`src/dtr_pkg.sv`:
```
package dtr_pkg;
  // ----------------------------------------
  // Register indices (byte address is four times the index)
  // ----------------------------------------
  localparam logic [7:0] IDX_SESSION = 8'h20; // Arm and state register
  localparam logic [7:0] IDX_STATUS = 8'h21; // Full flag register
  localparam logic [7:0] IDX_TRACE_CTRL = 8'h22; // Trace control
  localparam logic [7:0] IDX_PAIRING = 8'h23; // Comparator pairing
  localparam logic [7:0] IDX_WINDOW = 8'h24; // Trace buffer window
  // ----------------------------------------
  // Field positions
  // ----------------------------------------
  localparam int BIT_RESV = 7; // Reserved routing bit of trace control
  localparam int BIT_TRACE_EN = 6; // Trace enable bit
  localparam int POS_RANGE = 4; // Range field low bit
  localparam int POS_MODE = 2; // Trace mode field low bit
  localparam int POS_ALIGN = 0; // Trigger alignment field low bit
  localparam int POS_CD = 2; // C/D pairing field low bit
  localparam int POS_AB = 0; // A/B pairing field low bit
  localparam int BIT_ARM = 0; // Arm bit in session register
  localparam int BIT_SECURE = 1; // Secured state, read only
  localparam int BIT_LOCKED = 2; // Buffer lock, read only
  localparam int BIT_FULL = 7; // Buffer full flag
  // ----------------------------------------
  // Reset values
  // ----------------------------------------
  localparam logic [7:0] RST_TRACE_CTRL = 8'h00; // Trace control reset
  localparam logic [7:0] RST_PAIRING = 8'h00; // Pairing reset
  localparam logic [7:0] RST_PTR = 8'h00; // First stored trace word
  localparam logic [3:0] BE_LOW_HALF = 4'b0011; // Aligned 16-bit access
  // ----------------------------------------
  // Encodings
  // ----------------------------------------
  typedef enum logic [1:0] {RANGE_ALL, RANGE_TO_D, RANGE_FROM_C, RANGE_C_D} dtr_range_t;
  typedef enum logic [1:0] {MODE_NORMAL, MODE_DEDUP, MODE_DETAIL, MODE_PC} dtr_mode_t;
  typedef enum logic [1:0] {ALIGN_END, ALIGN_BEGIN, ALIGN_MID, ALIGN_RESV} dtr_align_t;
  typedef enum logic [1:0] {PAIR_SEPARATE, PAIR_INSIDE, PAIR_OUTSIDE, PAIR_RESV} dtr_pair_t;
endpackage

```
`src/dtr_readout.sv`:
```
// The Avalon-MM interface to the registers was chosen for this implementation.
`timescale 1ns/1ns
// Behaviour
// - Trace enable cannot be set while secured
// - Range field selects address window filter
// - Filter only in detail mode; bounds unenabled
// - Mode field: flow, dedup, detail, PC-only
// - Alignment field: end, begin, middle, reserved
// - Bits 7:6 need unsecured disarmed; 5:0 disarmed
// - Pairing readable always, writable only disarmed
// - C/D pairing: separate, inside, outside range
// - Reserved C/D code acts as separate
// - A/B pairing mirrors the C/D scheme
// - Reserved A/B code acts as separate
// - Window gives 64-bit line as four halfwords
// - Qualifying window read advances read pointer
// - Arming locks the buffer against reading
// - Disarmed aligned window write unlocks, keeps data
// - Reads need unlocked, unsecured, disarmed, enabled
// - Bad or armed reads return zero, pointer kept
// - Buffer contents survive all but power-on
// - Arming clears full flag; otherwise POR only
module dtr_readout #(
  parameter int LINES = 64 // Trace buffer depth in lines
) (
  input wire logic sys_clk, // System clock, 50 MHz
  input wire logic reset_n, // Power-on reset, async, active low
  input wire logic [9:0] avs_address, // Avalon byte address
  input wire logic avs_read, // Avalon read request
  input wire logic avs_write, // Avalon write request
  input wire logic [3:0] avs_byteenable, // Avalon byte enables
  input wire logic [31:0] avs_writedata, // Avalon write data
  output logic [31:0] avs_readdata, // Avalon read data
  output logic avs_waitrequest, // Avalon wait request
  input wire logic securePin, // Chip secured level, asynchronous
  input wire logic sessionEnd, // Capture logic ends session, pulse
  input wire logic fullSet, // Capture logic wrapped buffer, pulse
  input wire logic capWrite, // Capture store strobe
  input wire logic [$clog2(LINES)-1:0] capAddr, // Capture line address
  input wire logic [63:0] capData, // Capture line data
  input wire logic cmpA, // Comparator A hit
  input wire logic cmpB, // Comparator B hit
  input wire logic cmpC, // Comparator C hit
  input wire logic cmpD, // Comparator D hit
  input wire logic abInside, // Address inside A..B
  input wire logic cdInside, // Address inside C..D
  input wire logic atOrAboveC, // Address at or above C
  input wire logic atOrBelowD, // Address at or below D
  output logic [3:0] matchChannel, // Match channels 3..0
  output logic filterPass, // Access passes range filter
  output logic traceEnable, // Tracing session enabled
  output logic [1:0] traceMode, // Trace mode field
  output logic [1:0] triggerAlign, // Trigger alignment field
  output logic armed // Session armed
);
  localparam int LW = $clog2(LINES); // Line address width
  localparam int PW = LW + 2; // Halfword pointer width

  // ----------------------------------------
  // State
  // ----------------------------------------
  logic secureMeta; // First synchroniser stage
  logic secured; // Synchronised secured state
  logic locked; // Buffer read lock
  logic fullFlag; // Buffer full flag
  logic [7:0] traceCtrl; // Trace control register
  logic [7:0] pairing; // Comparator pairing register
  logic [PW-1:0] readPtr; // Halfword read pointer
  logic ack; // Bus answer cycle
  logic [63:0] traceMem [LINES]; // Trace line storage, never reset

  // ----------------------------------------
  // Decode
  // ----------------------------------------
  logic [7:0] idx; // Register index
  logic wordAcc; // Aligned 16-bit access
  logic doWrite; // Write takes effect this edge
  logic doRead; // Read completes this edge
  logic winReadOk; // Window read qualifies
  logic armWrite; // Arm bit written to one
  logic unlockWrite; // Window write that unlocks

  // Register index from the byte address; low two bits ignored
  assign idx = avs_address[9:2];
  // Only the two low byte lanes together make an aligned word
  assign wordAcc = (avs_byteenable == dtr_pkg::BE_LOW_HALF);
  // Effects land only at the answer edge of a transfer
  assign doWrite = avs_write && ack;
  assign doRead = avs_read && ack;
  // Every qualifier but the byte-lane check is a registered state of this cycle
  assign winReadOk = wordAcc && !locked && !secured && !armed && traceCtrl[dtr_pkg::BIT_TRACE_EN];
  // Arming locks the buffer and clears the full flag
  assign armWrite = doWrite && idx == dtr_pkg::IDX_SESSION && avs_writedata[dtr_pkg::BIT_ARM];
  // Unlock needs an aligned word write while disarmed
  assign unlockWrite = doWrite && idx == dtr_pkg::IDX_WINDOW && wordAcc && !armed;

  // ----------------------------------------
  // Bus handshake
  // ----------------------------------------
  // One wait cycle per access, answer in the second
  always_ff @(posedge sys_clk or negedge reset_n) begin
    if (!reset_n) begin
      ack <= 1'b0;
    end else begin
      ack <= (avs_read || avs_write) && !ack;
    end
  end

  // Wait drops in the answer cycle only
  assign avs_waitrequest = (avs_read || avs_write) && !ack;

  // ----------------------------------------
  // Secure synchroniser
  // ----------------------------------------
  // Two stages; reads as secured until the pin level is seen
  always_ff @(posedge sys_clk or negedge reset_n) begin
    if (!reset_n) begin
      secureMeta <= 1'b1;
      secured <= 1'b1;
    end else begin
      secureMeta <= securePin;
      secured <= secureMeta;
    end
  end

  // ----------------------------------------
  // Arm bit
  // ----------------------------------------
  // Software write wins over a session end in the same cycle
  always_ff @(posedge sys_clk or negedge reset_n) begin
    if (!reset_n) begin
      armed <= 1'b0;
    end else if (doWrite && idx == dtr_pkg::IDX_SESSION) begin
      armed <= avs_writedata[dtr_pkg::BIT_ARM];
    end else if (sessionEnd) begin
      armed <= 1'b0;
    end
  end

  // ----------------------------------------
  // Buffer lock
  // ----------------------------------------
  // Arming locks, an unlock write releases
  always_ff @(posedge sys_clk or negedge reset_n) begin
    if (!reset_n) begin
      locked <= 1'b1;
    end else if (armWrite) begin
      locked <= 1'b1;
    end else if (unlockWrite) begin
      locked <= 1'b0;
    end
  end

  // ----------------------------------------
  // Buffer full flag
  // ----------------------------------------
  // Capture wrap wins over the clear by arming
  always_ff @(posedge sys_clk or negedge reset_n) begin
    if (!reset_n) begin
      fullFlag <= 1'b0;
    end else if (fullSet) begin
      fullFlag <= 1'b1;
    end else if (armWrite) begin
      fullFlag <= 1'b0;
    end
  end

  // ----------------------------------------
  // Trace control register
  // ----------------------------------------
  // Guarded field writes; secured forces the enable low
  always_ff @(posedge sys_clk or negedge reset_n) begin
    if (!reset_n) begin
      traceCtrl <= dtr_pkg::RST_TRACE_CTRL;
    end else if (doWrite && idx == dtr_pkg::IDX_TRACE_CTRL && avs_byteenable[0]) begin
      if (!secured && !armed) begin
        traceCtrl[7:6] <= avs_writedata[7:6];
      end
      if (!armed) begin
        traceCtrl[5:0] <= avs_writedata[5:0];
      end
    end else if (secured) begin
      traceCtrl[dtr_pkg::BIT_TRACE_EN] <= 1'b0;
    end
  end

  // Mode and alignment straight from the register; enable also gated by secured
  assign traceEnable = traceCtrl[dtr_pkg::BIT_TRACE_EN] && !secured;
  assign traceMode = traceCtrl[dtr_pkg::POS_MODE +: 2];
  assign triggerAlign = traceCtrl[dtr_pkg::POS_ALIGN +: 2];

  // ----------------------------------------
  // Comparator pairing register
  // ----------------------------------------
  // Writes taken only while disarmed
  always_ff @(posedge sys_clk or negedge reset_n) begin
    if (!reset_n) begin
      pairing <= dtr_pkg::RST_PAIRING;
    end else if (doWrite && idx == dtr_pkg::IDX_PAIRING && avs_byteenable[0] && !armed) begin
      pairing <= avs_writedata[7:0];
    end
  end

  // ----------------------------------------
  // Match channel mapping
  // ----------------------------------------
  // Registered so the channels are clean flip-flop outputs
  always_ff @(posedge sys_clk or negedge reset_n) begin
    if (!reset_n) begin
      matchChannel <= 4'h0;
    end else begin
      // A/B pair drives channels 1 and 0; code 11 acts as separate
      unique case (dtr_pkg::dtr_pair_t'(pairing[dtr_pkg::POS_AB +: 2]))
        dtr_pkg::PAIR_INSIDE: matchChannel[1:0] <= {1'b0, abInside};
        dtr_pkg::PAIR_OUTSIDE: matchChannel[1:0] <= {1'b0, !abInside};
        default: matchChannel[1:0] <= {cmpB, cmpA};
      endcase
      // C/D pair drives channels 3 and 2; code 11 acts as separate
      unique case (dtr_pkg::dtr_pair_t'(pairing[dtr_pkg::POS_CD +: 2]))
        dtr_pkg::PAIR_INSIDE: matchChannel[3:2] <= {1'b0, cdInside};
        dtr_pkg::PAIR_OUTSIDE: matchChannel[3:2] <= {1'b0, !cdInside};
        default: matchChannel[3:2] <= {cmpD, cmpC};
      endcase
    end
  end

  // ----------------------------------------
  // Range filter
  // ----------------------------------------
  // Bounds apply only in detail mode
  always_ff @(posedge sys_clk or negedge reset_n) begin
    if (!reset_n) begin
      filterPass <= 1'b1;
    end else if (dtr_pkg::dtr_mode_t'(traceMode) != dtr_pkg::MODE_DETAIL) begin
      filterPass <= 1'b1;
    end else begin
      // Address window chosen by the range field
      unique case (dtr_pkg::dtr_range_t'(traceCtrl[dtr_pkg::POS_RANGE +: 2]))
        dtr_pkg::RANGE_ALL: filterPass <= 1'b1;
        dtr_pkg::RANGE_TO_D: filterPass <= atOrBelowD;
        dtr_pkg::RANGE_FROM_C: filterPass <= atOrAboveC;
        dtr_pkg::RANGE_C_D: filterPass <= atOrAboveC && atOrBelowD;
      endcase
    end
  end

  // ----------------------------------------
  // Trace storage
  // ----------------------------------------
  // No reset: contents survive every reset but are unknown at power-up
  always_ff @(posedge sys_clk) begin
    // Capture side writes whole lines
    if (capWrite) begin
      traceMem[capAddr] <= capData;
    end
  end

  // ----------------------------------------
  // Read pointer
  // ----------------------------------------
  // Halfword pointer; wraps after the last line
  always_ff @(posedge sys_clk or negedge reset_n) begin
    if (!reset_n) begin
      readPtr <= PW'(dtr_pkg::RST_PTR);
    end else if (unlockWrite) begin
      readPtr <= PW'(dtr_pkg::RST_PTR);
    end else if (doRead && idx == dtr_pkg::IDX_WINDOW && winReadOk) begin
      readPtr <= readPtr + PW'(1);
    end
  end

  // ----------------------------------------
  // Read data
  // ----------------------------------------
  // Loaded in the wait cycle, stands in the answer cycle
  always_ff @(posedge sys_clk or negedge reset_n) begin
    if (!reset_n) begin
      avs_readdata <= 32'h0000_0000;
    end else if (avs_read && !ack) begin
      avs_readdata <= 32'h0000_0000;
      unique case (idx)
        dtr_pkg::IDX_SESSION: begin
          avs_readdata[dtr_pkg::BIT_ARM] <= armed;
          avs_readdata[dtr_pkg::BIT_SECURE] <= secured;
          avs_readdata[dtr_pkg::BIT_LOCKED] <= locked;
        end
        dtr_pkg::IDX_STATUS: avs_readdata[dtr_pkg::BIT_FULL] <= fullFlag;
        dtr_pkg::IDX_TRACE_CTRL: avs_readdata[7:0] <= traceCtrl;
        dtr_pkg::IDX_PAIRING: avs_readdata[7:0] <= pairing;
        // Refused window reads keep the zero loaded above
        dtr_pkg::IDX_WINDOW: begin
          if (winReadOk) begin
            avs_readdata[15:0] <= traceMem[readPtr[PW-1:2]][16*readPtr[1:0] +: 16];
          end
        end
        // Unmapped indices read as zero
        default: avs_readdata <= 32'h0000_0000;
      endcase
    end
  end
endmodule

```
`config.mk`:
```
export PLATFORM = sky130hd
export DESIGN_NAME = dtr_readout
export DESIGN_NICKNAME = d
export VERILOG_FILES = /design/src/dtr_pkg.sv /design/src/dtr_readout.sv
export SDC_FILE = /design/constraint.sdc
export NUM_CORES = 2
export LEC_CHECK = 0
export BUFFER_PORTS_ARGS = -buffer_cell sky130_fd_sc_hd__buf_4
export CORE_MARGIN = 8
export CORE_UTILIZATION = 23
export CTS_CLUSTER_SIZE = 28
export DETAILED_ROUTE_END_ITERATION = 10
export PLACE_DENSITY_LB_ADDON = 0.2
export SLEW_MARGIN = 20
export SYNTH_ARGS = -nofsm -noshare
export SYNTH_HDL_FRONTEND = slang
export SYNTH_SLANG_ARGS = --single-unit
```
`constraint.sdc`:
```
create_clock -name sys_clk -period 2.9 [get_ports sys_clk]
set_input_delay 0.58 -clock sys_clk [delete_from_list [all_inputs] [get_ports sys_clk]]
set_output_delay 0.58 -clock sys_clk [all_outputs]
set_load 0.02 [all_outputs]
```
==> qor.yml <==
outcome: "finished with violations"
failed_checks: "setup timing"
path_cells: "buf_12 -> buf_16 -> mux4_2 -> mux4_2 -> o22ai_1 -> buf_4 -> a2111o_1 -> nor4_4 -> buf_4 -> a221o_1"
place_worst_setup_slack_ps: -1218
minimum_clock_period_ps: 3310
gr-total-overflow: 0
postSynth.topFlopCell: "sky130_fd_sc_hd__edfxtp_1"
vias_per_cell: 4.550
finalWeightedCongestion: 0.7746
met1_grt_util: 0.2108
grt_setup_unrepaired: "yes"
numCtsBuffers: 442
synth.largest_area_cell: "sky130_fd_sc_hd__edfxtp_1"
clk_root_buffer_cell: "sky130_fd_sc_hd__clkbuf_16"
worstPathMaxFanout: 18
fin_worst_skew_ps: 60.47
most_common_library_cell_in_the_layout_ignoring_fill_and_taps: "sky130_fd_sc_hd__edfxtp_1"
first_iter_violations: 8424
syn_area_sq_um: 158600
hpwlAfterDp_um: 343600
syn_to_final_growth_pct: 23.42
post_synthesis_sequential_element_count: 4147
maxCapViolations: 0
top_usage_layer: "met2"
synthesis.instances: 6772
worstPathArrival_ps: 4300
detail_route.drc_violations: 0
fp-row-count: 305
number_of_top_level_pins: 176
grt_pass1_wl_um: 753900
timing_hold_violations_final: 0
h-tree-depth: 5
firstDrtPassIters: 5
synth_top_area_share: 0.7754
critical_path_required_ps: 3890
fp.dieArea_sq_um: 716500
placed_cells_incl_taps: 16540
ctsLongestPathBuffers: 4
worstSetupEndpointType: "flop"
max_stage_delay_ps: 590
worst_path_slowest_cell: "sky130_fd_sc_hd__nor4_4"
wl_um: 568000
asyncSetResetFlopFracSynth: 0.01230
slew_worst_pin_ps: 994.2
achievable-frequency_mhz: 302.1
die_height_um: 846.5
grt_antenna_before_repair: 76
setup_ws_ps: -409.7
worst_skew_pair.late_latency_ps: 1060
tritoncts_clock_tree: "done"
most-common-layout-cells: "4096 x sky130_fd_sc_hd__edfxtp_1, 1095 x sky130_fd_sc_hd__mux4_2, 624 x sky130_fd_sc_hd__buf_4"
final_min_period_over_clock_period: 1.141
met3_routing_resource_usage_after_global_routing: 0.02613
floorplan.die.width_um: 846.5
core_area_sq_um: 688400
cts_num_sinks: 4147
synth.yosys.seq_area_share: 0.7834
leakage_power_nw: 59.01
whs_path_depth: 1
worst_hold_path_type: "in2reg"
ys.warnings.count: 0
criticalPathCategory: "reg2reg"
synth-edff-count: 4096
critPathLaunchType: "flop"
finalNetCount: 7997
initial_core_utilization: 0.2304
post_drt_wl_per_cell_um: 32.52
maxSlewHeadroom: 0.3372
utilization: 0.2844
clk_transition_reported_paths_ps: 60
layout.filler_cells: 67350
fin_hold_ws_ps: 77.75
total_routing_resource_utilization_after_global_routing: 0.1533
synth_area_leaders: "sky130_fd_sc_hd__edfxtp_1 78%, sky130_fd_sc_hd__mux4_2 16%, sky130_fd_sc_hd__mux2i_1 1.3%"
maximum_number_of_pins_on_one_net_before_global_route_repair: 65
synth_cell_types: 72
io_buffers: 133
grt_pass1_vias: 81880
vdd_drop_max_uv: 544.6
groute.layer.met2.usage: 0.2548
p_per_area_nw_per_um2: 638.6
timing.final.setup_violations: 16
via_total_after_detailed_routing: 79460
slew_viol_final: 0
mean_syn_cell_area_sq_um: 23.42
fin_cells: 17470
detail-route-antenna-nets: 0
rr_worst_depth: 10
post_route_cells_drive_above_1_share: 0.3532
-- report_power, final --
part	switching [mW]	internal [mW]	total [mW]
sequential	0.0960	66.3	66.4
clock	24.5	32.3	56.8
combinational	1.48	0.388	1.87
total	26.0	99.0	125
-- metal layers --
metal | vias up | wire length, um
li1 | 31450 | -
met1 | 44730 | 247600
met2 | 2617 | 273500
met3 | 640 | 34920
met4 | 24 | 11770
met5 | - | 162
-- final cells by class --
type                       instances  area (sq um)  share of cell area
tap                             9210         11520             0.05886
clock buffer                     543         11570             0.05911
clock inverter                   275          2803             0.01432
sequential                      4147        124300              0.6349
antenna                           21         52.55           0.0002684
inverter                          15         71.32           0.0003643
timing repair buffer            1011         12150             0.06204
multi-input combinational       2243         33310              0.1701
-- through the flow --
step | power [mW] | cell area [sq um] | TNS, ps
6_report | 125.0 | 195800 | -4679
5_1_grt | 128.6 | 195800 | -5789
4_1_cts | 126.4 | 194700 | -6044
3_5_place_dp | 69.50 | 179500 | -11560
3_3_place_gp | 69.38 | 179500 | -12310
2_1_floorplan | 68.01 | 159000 | -2088670
-- state kept, by name (all words and copies together), names as in the netlist --
register / flops
ack: 1
armed: 1
avs_readdata: 16
filterPass: 1
fullFlag: 1
locked: 1
matchChannel: 4
pairing: 8
readPtr: 8
secureMeta: 1
secured: 1
traceCtrl: 8
traceMem: 4096
-- cell families after synthesis --
family | count (synthesis) | share of synthesized area
simple gates | 491 | 0.01453
fa+ha+maj | 5 | 0.0003944
other cells | 1 | 0.00002364
buf+inv | 397 | 0.01320
compound gates | 400 | 0.01792
flops | 4147 | 0.7834
mux | 1325 | 0.1702
xor+xnor | 6 | 0.0003313
-- worst max-delay path, delay by kind of cell, from the launching register on --
family,cells,cell delay (ps)
multiplexers,2,700
AO/OA/AOI/OAI,3,610
flip-flops,1,560
buffers and inverters,4,770
AND/OR/NAND/NOR,1,590
-- timing repair --
action                     in CTS  in global routing
resized for setup              59                101
hold buffers                   26                  0
pin swaps                       4                 17
setup buffers                  11                 46
setup endpoints to repair      17                 21
hold endpoints to repair       89                  0
cloned                          5                  5
-- worst paths after layout --
check	startpoint	endpoint	slack [ps]
min reg2reg	secureMeta$_DFF_PN1_	secured$_DFF_PN1_	370
max in group asynchronous	reset_n	avs_readdata[9]$_DFFE_PN0P_	1910
min	capData[60]	traceMem[15][60]$_DFFE_PP_	80
min in group asynchronous	reset_n	matchChannel[1]$_DFF_PN0_	230
max	readPtr[2]$_DFFE_PN0P_	avs_readdata[11]$_DFFE_PN0P_	-410
max reg2reg	readPtr[2]$_DFFE_PN0P_	avs_readdata[11]$_DFFE_PN0P_	-410
-- Yosys cell counts, drive strengths merged (4+ instances only) --
library cell / count
o31ai: 7
clkbuf: 140
edfxtp: 4096
o2111ai: 5
a31oi: 14
a211oi: 14
or3b: 4
dfstp: 4
nand2b: 13
o32ai: 6
o221ai: 66
nor2b: 13
a21oi: 65
or2: 6
nor3: 38
mux2i: 206
o21ai: 33
nand4: 10
a2111oi: 11
and2: 11
xnor2: 4
a22oi: 26
mux4: 1095
ha: 5
nand2: 146
nand3b: 4
and3: 8
mux2: 24
dfrtp: 47
o221a: 5
a221oi: 8
o31a: 8
inv: 14
or4: 8
a32oi: 7
o211ai: 5
nor4: 10
nand3: 55
nor2: 149
or3: 9
buf: 242
a221o: 5
a22o: 5
a2111o: 4
o22ai: 89
(Power assumes the default switching activity.)
